File: config.mk
export PLATFORM = sky130hd
export DESIGN_NAME = telepower_mode_sequencer
export DESIGN_NICKNAME = d
export VERILOG_FILES = /design/src/logic/telepower_pkg.sv /design/src/logic/telegram_mem_if.sv /design/src/logic/telegram_mem.sv /design/src/logic/telepower_mode_sequencer.sv
export SDC_FILE = /design/constraint.sdc
export NUM_CORES = 2
export LEC_CHECK = 0
export ABC_AREA = 1
export BUFFER_PORTS_ARGS = -buffer_cell sky130_fd_sc_hd__buf_2
export CAP_MARGIN = 25
export CORE_UTILIZATION = 40
export CTS_CLUSTER_DIAMETER = 100
export DETAILED_ROUTE_END_ITERATION = 8
export HOLD_SLACK_MARGIN = 0.1
export PLACE_DENSITY_LB_ADDON = 0.08
export SLEW_MARGIN = 20
export SYNTH_ARGS = -nofsm -noshare
export SYNTH_HDL_FRONTEND = slang
export SYNTH_SLANG_ARGS = --single-unit
File: constraint.sdc
create_clock -name clock_in -period 2.1 [get_ports clock_in]
set_input_delay 0.42 -clock clock_in [delete_from_list [all_inputs] [get_ports clock_in]]
set_output_delay 0.42 -clock clock_in [all_outputs]
set_load 0.05 [all_outputs]
File: src/logic/telepower_pkg.sv
// constants and types for the tele-powering mode sequencer
`default_nettype none
package telepower_pkg;
  // ---------------------------------------------------------------
  // clock and timing
  // ---------------------------------------------------------------
  localparam int CLK_HZ = 100_000_000;
  localparam int CLK_NS = 10;
  localparam int TOG_HZ = 50_000;           // toggling repetition rate
  localparam int PW_SHORT_NS = 2200;        // short pulse width
  localparam int PW_LONG_NS = 3400;         // long pulse width
  localparam int DL_BIT_HZ = 564_480;       // down-link nominal bit rate
  localparam int PERIOD_CYC = CLK_HZ / TOG_HZ;
  localparam int PW_SHORT_CYC = (PW_SHORT_NS + CLK_NS - 1) / CLK_NS;
  localparam int PW_LONG_CYC = (PW_LONG_NS + CLK_NS - 1) / CLK_NS;
  localparam int BIT_CYC = CLK_HZ / DL_BIT_HZ;
  // ---------------------------------------------------------------
  // widths and block lengths
  // ---------------------------------------------------------------
  localparam int CNT_W = 11;
  localparam int TMR_W = 8;
  localparam int ADDR_W = 10;
  localparam int LEN_W = 20;
  localparam int BLK_SHORT = 341;
  localparam int BLK_LONG = 1023;
  localparam logic [CNT_W-1:0] PERIOD_LAST = CNT_W'(PERIOD_CYC - 1);
  localparam logic [CNT_W-1:0] PW_SHORT = CNT_W'(PW_SHORT_CYC);
  localparam logic [CNT_W-1:0] PW_LONG = CNT_W'(PW_LONG_CYC);
  localparam logic [TMR_W-1:0] BIT_LAST = TMR_W'(BIT_CYC - 1);
  localparam logic [ADDR_W-1:0] SHORT_LAST = ADDR_W'(BLK_SHORT - 1);
  localparam logic [ADDR_W-1:0] LONG_LAST = ADDR_W'(BLK_LONG - 1);
  // ---------------------------------------------------------------
  // values after reset
  // ---------------------------------------------------------------
  localparam logic RST_DL_BIT = 1'b1;       // unmodulated high amplitude
  localparam logic RST_TOGGLE_EN = 1'b0;
  // ---------------------------------------------------------------
  // state
  // ---------------------------------------------------------------
  typedef enum logic [1:0] {
    ST_IDLE = 2'b00,
    ST_DRAIN = 2'b01,
    ST_SEND = 2'b10
  } state_t;
  typedef struct packed {
    state_t state;
    logic toggle_en;
    logic reen_pend;
    logic phase;
    logic mod_pulse;
    logic blk_long;
    logic dl_bit;
    logic [CNT_W-1:0] pwm_cnt;
    logic [TMR_W-1:0] bit_tmr;
    logic [ADDR_W-1:0] addr;
    logic [LEN_W-1:0] bits_left;
  } seq_t;
endpackage
`default_nettype wire

File: src/logic/telegram_mem_if.sv
// link between the sequencer and its telegram memory
`default_nettype none
interface telegram_mem_if;
  import telepower_pkg::*;
  logic wr_en;
  logic [ADDR_W-1:0] wr_addr;
  logic wr_data;
  logic [ADDR_W-1:0] rd_addr;
  logic rd_data;
  modport ctrl (output wr_en, wr_addr, wr_data, rd_addr, input rd_data);
  modport mem (input wr_en, wr_addr, wr_data, rd_addr, output rd_data);
endinterface
`default_nettype wire

File: src/logic/telegram_mem.sv
// one-bit-wide telegram store with registered read
`default_nettype none
module telegram_mem (
  input wire logic clock_in,
  telegram_mem_if.mem port_in
);
  import telepower_pkg::*;
  logic store [0:(1<<ADDR_W)-1];
  logic rd_q;
  // --------------------------------------------------------------
  // write port and registered read
  // --------------------------------------------------------------
  always_ff @(posedge clock_in) begin
    if (port_in.wr_en) begin
      store[port_in.wr_addr] <= port_in.wr_data;
    end
    rd_q <= store[port_in.rd_addr];
  end
  assign port_in.rd_data = rd_q;
endmodule
`default_nettype wire

File: src/logic/telepower_mode_sequencer.sv
// tele-powering toggling and down-link mode sequencer
// ----------------------------------------------------------------
// Behaviour
// - interoperable mode: 50 kHz toggling pulse modulation
// - toggling switched off before down-link starts
// - toggling back on only if commanded
// - mode changes need no transponder handshake
// - BCH block of 341 or 1023 bits
// - block repeated cyclically, start found by check
// - toggling rate 50 kHz within 200 ppm
// - pulse width between 2.0 and 3.5 us
// - widths alternate, differing by 1.2 us
// ----------------------------------------------------------------
`default_nettype none
module telepower_mode_sequencer (
  input wire logic clock_in,
  input wire logic rst_in,
  input wire logic interop_mode_in,
  input wire logic toggle_on_cmd_in,
  input wire logic toggle_off_cmd_in,
  input wire logic dl_start_in,
  input wire logic dl_stop_in,
  input wire logic [telepower_pkg::LEN_W-1:0] dl_bits_in,
  input wire logic long_block_in,
  input wire logic wr_en_in,
  input wire logic [telepower_pkg::ADDR_W-1:0] wr_addr_in,
  input wire logic wr_data_in,
  output logic mod_pulse_out,
  output logic dl_bit_out,
  output logic dl_active_out,
  output logic toggle_en_out
);
  import telepower_pkg::*;

  localparam int DRAIN_MAX = 400;

  seq_t s_q;
  seq_t s_d;
  logic bit_due;
  logic dl_end;
  telegram_mem_if mem_bus ();

  // --------------------------------------------------------------
  // helpers
  // --------------------------------------------------------------
  // pulse width for the current phase
  function automatic logic [CNT_W-1:0] pulse_len(input logic ph);
    pulse_len = ph ? PW_LONG : PW_SHORT;
  endfunction

  // last address of the selected block length
  function automatic logic [ADDR_W-1:0] blk_last(input logic lng);
    blk_last = lng ? LONG_LAST : SHORT_LAST;
  endfunction

  // --------------------------------------------------------------
  // telegram memory
  // --------------------------------------------------------------
  assign mem_bus.wr_en = wr_en_in;
  assign mem_bus.wr_addr = wr_addr_in;
  assign mem_bus.wr_data = wr_data_in;
  assign mem_bus.rd_addr = s_q.addr;

  telegram_mem mem_u (
    .clock_in(clock_in),
    .port_in(mem_bus)
  );

  assign bit_due = (s_q.state == ST_SEND) && (s_q.bit_tmr == '0);
  assign dl_end = (s_q.state == ST_SEND) &&
                  (dl_stop_in || (bit_due && s_q.bits_left == '0));

  // --------------------------------------------------------------
  // next state
  // --------------------------------------------------------------
  always_comb begin
    s_d = s_q;
    // free-running period counter keeps the on-edge in phase
    s_d.pwm_cnt = (s_q.pwm_cnt == PERIOD_LAST) ? '0 :
                  CNT_W'(s_q.pwm_cnt + 1'b1);
    // pulse opens at period start, runs its full width
    if (s_q.pwm_cnt == '0) begin
      s_d.mod_pulse = s_q.toggle_en && interop_mode_in;
    end else if (s_q.mod_pulse && s_q.pwm_cnt == pulse_len(s_q.phase)) begin
      s_d.mod_pulse = 1'b0;
      s_d.phase = ~s_q.phase;
    end
    case (s_q.state)
      ST_IDLE: begin
        // direct toggle commands, set wins over clear
        if (toggle_on_cmd_in) begin
          s_d.toggle_en = 1'b1;
        end else if (toggle_off_cmd_in) begin
          s_d.toggle_en = 1'b0;
        end
        if (dl_start_in) begin
          s_d.state = ST_DRAIN;
          s_d.bits_left = dl_bits_in;
          s_d.blk_long = long_block_in;
          s_d.reen_pend = 1'b0;
        end
      end
      ST_DRAIN: begin
        // start held until no pulse can begin
        if (!s_q.mod_pulse && s_q.pwm_cnt != '0) begin
          s_d.toggle_en = 1'b0;
          s_d.state = ST_SEND;
          s_d.addr = '0;
          s_d.bit_tmr = BIT_LAST;
        end
      end
      ST_SEND: begin
        s_d.bit_tmr = (s_q.bit_tmr == '0) ? BIT_LAST :
                      TMR_W'(s_q.bit_tmr - 1'b1);
        if (bit_due && s_q.bits_left != '0) begin
          s_d.dl_bit = mem_bus.rd_data;
          s_d.bits_left = LEN_W'(s_q.bits_left - 1'b1);
          // cyclic repetition of the block
          s_d.addr = (s_q.addr == blk_last(s_q.blk_long)) ? '0 :
                     ADDR_W'(s_q.addr + 1'b1);
        end
      end
      default: begin
        s_d.state = ST_IDLE;
      end
    endcase
    // re-enable command latched while down-link is pending
    if (s_q.state != ST_IDLE) begin
      if (toggle_on_cmd_in) begin
        s_d.reen_pend = 1'b1;
      end else if (toggle_off_cmd_in) begin
        s_d.reen_pend = 1'b0;
      end
    end
    if (dl_end) begin
      s_d.state = ST_IDLE;
      s_d.dl_bit = RST_DL_BIT;
      s_d.toggle_en = s_q.reen_pend || toggle_on_cmd_in;
      s_d.reen_pend = 1'b0;
    end
  end

  // --------------------------------------------------------------
  // state register
  // --------------------------------------------------------------
  always_ff @(posedge clock_in) begin
    if (rst_in) begin
      s_q <= '0;
      s_q.state <= ST_IDLE;
      s_q.toggle_en <= RST_TOGGLE_EN;
      s_q.dl_bit <= RST_DL_BIT;
    end else begin
      s_q <= s_d;
    end
  end

  // outputs
  assign mod_pulse_out = s_q.mod_pulse;
  assign dl_bit_out = s_q.dl_bit;
  assign dl_active_out = (s_q.state == ST_SEND);
  assign toggle_en_out = s_q.toggle_en;

  // --------------------------------------------------------------
  // checks
  // --------------------------------------------------------------
  logic [CNT_W-1:0] plen_q;
  logic [CNT_W-1:0] prev_q;
  always_ff @(posedge clock_in) begin
    if (rst_in) begin
      plen_q <= '0;
      prev_q <= '0;
    end else if (s_q.mod_pulse) begin
      plen_q <= CNT_W'(plen_q + 1'b1);
    end else if (plen_q != '0) begin
      prev_q <= plen_q;
      plen_q <= '0;
    end
  end
endmodule
`default_nettype wire

---- Word level (Yosys, flattened, before mapping) ----
Memories as Yosys holds them, arrays and structs flattened. A register that Yosys moved wholly into a read port is not among the register bits.
Cells that the tools add are included.
operators by class
  add/subtract/negate cells ............... 4
  multiply operators ...................... 0
  divide/modulo/power cells ............... 0
  magnitude comparators ................... 0
  equal/unequal tests ..................... 10
  shifts and indexed selects .............. 0
  multiplexer cells ....................... 25
  bitwise logic cells ..................... 3
  reduce and logical (&&, ||, !) cells .... 31
operators by type and width
  cell                                                count
  case mux 20 bit (2 select lines)                    1
  case mux 18 bit (2 select lines)                    1
  2-to-1 mux 30 bit                                   1
  logical NOT 20 bit                                  1
  2-to-1 mux 10 bit                                   2
  2-to-1 mux 20 bit                                   1
  nonzero test 20 bit                                 1
  subtractor 20 x 1 -> 20 bit, second input constant  1
  2-to-1 mux 18 bit                                   1
  AND reduction 3 bit                                 4
  adder 11 x 1 -> 11 bit, second input constant       1
  equality test 11 bit, second input constant         1
  equality test 11 x 9 -> 1 bit                       1
  logical NOT 11 bit                                  1
  2-to-1 mux 1 bit                                    11
  nonzero test 11 bit                                 1
  adder 10 x 1 -> 10 bit, second input constant       1
  equality test 10 bit                                1
  2-to-1 mux 9 bit                                    1
  logical NOT 8 bit                                   1
  2-to-1 mux 8 bit                                    1
  AND reduction 2 bit                                 4
  nonzero test 2 bit                                  4
  subtractor 8 x 1 -> 8 bit, second input constant    1
  17 further kinds                                    29
word-level totals
  register bits ........................... 57
  latch bits .............................. 0
  memory bits (writable) .................. 1024
  memory bits (read-only) ................. 0
  input bits .............................. 40
  output and inout port bits .............. 4
  memories ................................ 1
memories
  name         words  bits a word  rd ports  clocked after Yosys merged registers in  write ports  line               text
  mem_u.store  1024   1            1         1                                        1            telegram_mem.sv:8  logic store [0:(1<<ADDR_W)-1];

---- Logic depth before layout (Yosys ltp) ----
  depth after elaboration ................. 7
  mapped depth ............................ 15
  mapped depth without buffers ............ 13

---- By module ----
Synthesis repeated with hierarchy kept, for this count alone.
unflattened totals
  cells, all modules ...................... 5210
  area total of the unflattened synthesis .. 49821.5 um^2
by module, submodules not included
  module                    instances  cells an instance  area each (um^2)  sequential area each (um^2)
  telegram_mem              1          4679               46392.0           30769.5
  telepower_mode_sequencer  1          531                3429.5            1141.1

---- Worst setup path after synthesis ----
No wires, ideal clock.
  path type ............................... input port to flip-flop
  start ................................... in wr_addr_in[2] (netlist bit)
  end ..................................... mem mem_u.store[859], enable pin
  setup time .............................. 299 ps
  arrival time ............................ 1631 ps
  path slack .............................. 170 ps
  stages on the path ...................... 8
  cell sequence ........................... clkbuf_1 -> nor3_1 -> inv_1 -> nor2_1 -> nand2_1 -> clkbuf_1 -> buf_2 -> nor2_1
RTL lines
  element          line                            text
  start, declared  telepower_mode_sequencer.sv:26  input wire logic [telepower_pkg::ADDR_W-1:0] wr_addr_in,
  end, declared    telegram_mem.sv:8
Straight into the memory's write port.

==> results by group <==
CTS
  – Worst-Skew Late Latency: 0.72 ns
  – Root buf cell: clkbuf_16
  – Htree depth: 3
  – Max clock buf depth: 3
  – Num CTS Buffers: 120
  – Reg clk slew, reported paths: 0.06 ns
  – CTS Sinks: 1082
  – CTS tree: done

Logic synthesis
  – Syn_area_per_cell: 9.59 um^2
  – Compound-Gate Fraction of Synth Area: 1.36%
  – Synth Area in Adders: 0.177%
  – Most common flop cell mapped by yosys: edfxtp_1
  – #FFs+latches synth: 1082
  – Syn Std Cell Area: 0.0494 mm^2
  – Synth Net Count: 5203
  – Sequential share of the synthesized area: 64.6%
  – EDFF count, synth: 1024
  – Cell variety after synth: 40
  – Most instantiated cells after synthesis: 1186 x nand2_1, 1104 x nor2_1, 1038 x nand3_1
  – Post-synthesis mux area share: 0%
  – FFs w/ async S/R, synth: 0%
  – Most common cell in the netlist: nand2_1
  – Synth area leaders: edfxtp_1 62%, nand3_1 11%, nand2_1 9.0%
  – XOR/XNOR Fraction of Synth Area: 0.142%
  – Yosys top cell area share: 62.2%
  – Simple-gate share of the synthesized area: 28.7%
  – Yosys warnings: 0
  – Post-Synthesis Cells: 5156
  – Largest family of logic cells by synthesized area: simple AND/OR/NAND/NOR gates
  – Leading area contributor after synthesis: edfxtp_1

Critical path
  – CP Capture Type: flop
  – CP Class: flop to flop
  – WP data required: 2.71 ns
  – Reg2Reg Depth: 16
  – R2R Setup Slk: -0.15 ns
  – Crit-path max FO: 16
  – Critical Path Start: mem_bus.rd_addr[0]$_SDFFE_PP0P_
  – Worst path most repeated cell: nand3_1
  – CP max stage delay: 0.35 ns
  – CP Data Arrival Time: 2.87 ns
  – Worst setup endpoint: mem_u.port_in.rd_data$_DFF_P_
  – Crit-path cells: buf_4 > buf_12 > buf_16 > buf_12 > nand2_1 > nand3_1 > nand3_1 > nand3_1 > nand3_1 > nand3_2 > nand3_1 > nand2_2 > nand2_1 > nand3_2 > nand3_2 > nand2_1
  – R2R Path Start: mem_bus.rd_addr[0]$_SDFFE_PP0P_
  – RR Endpoint: mem_u.port_in.rd_data$_DFF_P_
  – Startpoint Class: flop
  – CP max stage cell: dfxtp_4

STA
  – Max_slew headroom: 56.5%
  – Final Cycle Share: 107%
  – Fin crit period: 2.25 ns
  – Unrepaired setup endpoints after global routing: yes
  – Final hold vios: 0
  – Worst Max-Slew Pin Slew: 0.652 ns
  – Slew Viols, Final: 0
  – Clk_skew: 0.0298 ns
  – Final Worst Setup Slack: -0.152 ns
  – Fmax: 444 MHz
  – # setup viols final: 2

Outcome
  – Failing checks: setup timing
  – Status: complete, but fails checks

Layout
  – Share of cells above drive strength 1: 12.3%
  – Finished Layout Cells: 7008
  – P&R area growth vs syn: 19.1%
  – Final net count: 5328
  – # diodes: 0
  – Fillcell total: 11600

Global route
  – Met2 Use GR: 43.6%
  – Largest net degree at the start of global routing: 139
  – Routing usage on met1: 37.1%
  – Initial antenna violation count: 4
  – Grt total ovfl: 0
  – First-pass GRT wire length: 245000 um
  – Number of global-route vias before repair: 36200
  – GR Util All Layers: 26.5%
  – GRT Max-Usage Layer: met2
  – Met3 Usage GRT: 3.61%

Drt
  – Routed vias: 38400
  – Antenna Nets Post-Route: 0
  – Via density: 5.47
  – DR iter-0 viols: 4580
  – Routed wire per std cell: 23.9 um
  – DRC: 0
  – First-pass iteration count of the detailed router: 6
  – Post-Route WL: 168000 um

Power
  – Sw Ratio: 22.4%
  – Leakage: 20.2 nW
  – Internal: 35.6 mW
  – Combinational Power Share: 4.6%
  – PwrDens: 779 mW/mm^2
  – Part of the power in registers: 51.8%
  – Clock power frac: 43.6%
  – PnR Total Power: 45.9 mW
  – Peak VDD IR: 0.637 mV
  – P_sw: 10.3 mW

Die
  – Core area: 0.122 mm^2
  – Die Span Y: 354 um
  – Std-Cell Rows: 128
  – # IOs: 44
  – Die ar.: 0.125 mm^2
  – Die span in x: 354 um
  – Initial Util: 40.4%

Place
  – Pre-CTS setup slack: -0.354 ns
  – Final Wtd Congestion: 0.791
  – Dpl hpwl: 93900 um
  – DP Cell Count: 6736
  – PortBufs: 43

Job
  – Number of max-cap violations: 0

Hold path
  – Worst min-delay path category: input pin to flop
  – Hold Crit Start: dl_bits_in[19]
==> logic make-up (layout without fill, tap and decap cells) <==
group / after synthesis / count (layout)
buf+inv: 545 / 772
compound gates: 121 / 121
xor+xnor: 8 / 8
fa+ha+maj: 7 / 7
flops: 1082 / 1082
simple gates: 3393 / 3393
==> how the worst min path moves through the flow <==
stage | endpoint | slack [ns] | cells after the start
after global routing | s_q[15]$_SDFFE_PP0P_ | 0.17 | 5
after floorplan | s_q[38]$_SDFF_PP0_ | 0.42 | 1
final | s_q[19]$_SDFFE_PP0P_ | 0.15 | 5
after CTS | s_q[15]$_SDFFE_PP0P_ | 0.11 | 5
after global placement | s_q[38]$_SDFF_PP0_ | 0.43 | 1
after detailed placement | s_q[38]$_SDFF_PP0_ | 0.44 | 1
==> state kept, by name, summed over array words and instances (netlist names) <==
register,flops
mem_bus.rd_addr,10
dl_bit_out,1
mod_pulse_out,1
s_q,44
mem_u.store,1024
toggle_en_out,1
mem_u.port_in.rd_data,1
==> critical path, delay by kind of cell (launching register included) <==
kind	cells	cell delay, ns
flip-flops	1	0.35
AND/OR/NAND/NOR	12	1.13
buffers and inverters	4	0.62
==> layer usage <==
| metal | vias up | part of all wire (%) |
|---|---|---|
| met2 | 1240 | 47 |
| met1 | 19200 | 44 |
| li1 | 17700 | - |
| met5 | - | 0.034 |
| met4 | 8 | 2.3 |
| met3 | 238 | 6.2 |
==> placed cells by master, fill, tap and decap left out, types with 3 or more instances in the layout <==
master,instances
nand2_1,1158
nor2_1,1102
edfxtp_1,1024
nand3_1,1009
buf_4,192
buf_12,162
clkbuf_16,124
inv_1,95
dfxtp_1,53
o21ai_0,50
clkbuf_1,45
buf_2,41
a21oi_1,40
nor3_1,31
nand2_2,31
nand3_2,29
clkinv_2,26
clkinv_1,25
dlygate4sd3_1,22
nand4_1,16
buf_6,8
a31oi_1,7
ha_1,7
buf_16,7
xor2_1,6
inv_6,5
o21ai_1,5
inv_2,4
nor2_2,4
o211ai_1,4
a211oi_1,4
bufinv_16,4
dfxtp_4,4
o221ai_1,3
nor3_2,3
nor3b_1,3
bufbuf_16,3
buf_8,3
==> metrics by stage <==
stage	util [%]	TNS, ns	hold slack [ns]	instance area (um^2)
2_1_floorplan	-	0	0.417	49400
3_3_place_gp	44.5	-0.331	0.434	54300
3_5_place_dp	44.5	-0.403	0.440	54300
4_1_cts	48.1	-0.123	0.107	58800
5_1_grt	48.2	-0.558	0.167	58800
6_report	48.2	-0.192	0.148	58800
==> repair_timing <==
action / 4_1_cts / 5_1_grt
cloned: 6 / 1
endpoints found under the setup margin: 4 / 9
hold buffers: 22 / 0
resized for setup: 48 / 13
hold endpoints to repair: 31 / 0
buffers inserted: 17 / 3
pin swaps: 12 / 3
==> power groups by stage <==
stage          sequential (mW)  combinational, mW  clock (mW)
2_1_floorplan             24.2              0.939           0
3_3_place_gp              24.2               2.03           0
3_5_place_dp              24.2               2.04           0
4_1_cts                   23.7               2.12        20.3
5_1_grt                   23.7               2.34        21.0
6_report                  23.7               2.13        20.0
==> area by class of cell <==
cell class | count | area, um^2 | share of cell area, %
Timing Repair Buffer | 439 | 5560 | 9.45
Timing Repair inverter | 1 | 8.76 | 0.0149
Inverter | 108 | 438 | 0.744
Multi-Input combinational cell | 3529 | 15200 | 25.9
Clock inverter | 54 | 358 | 0.608
Clock buffer | 170 | 3270 | 5.56
Sequential cell | 1082 | 31900 | 54.3
Tap cell | 1625 | 2030 | 3.45
Power figures use the tool's default switching activity.
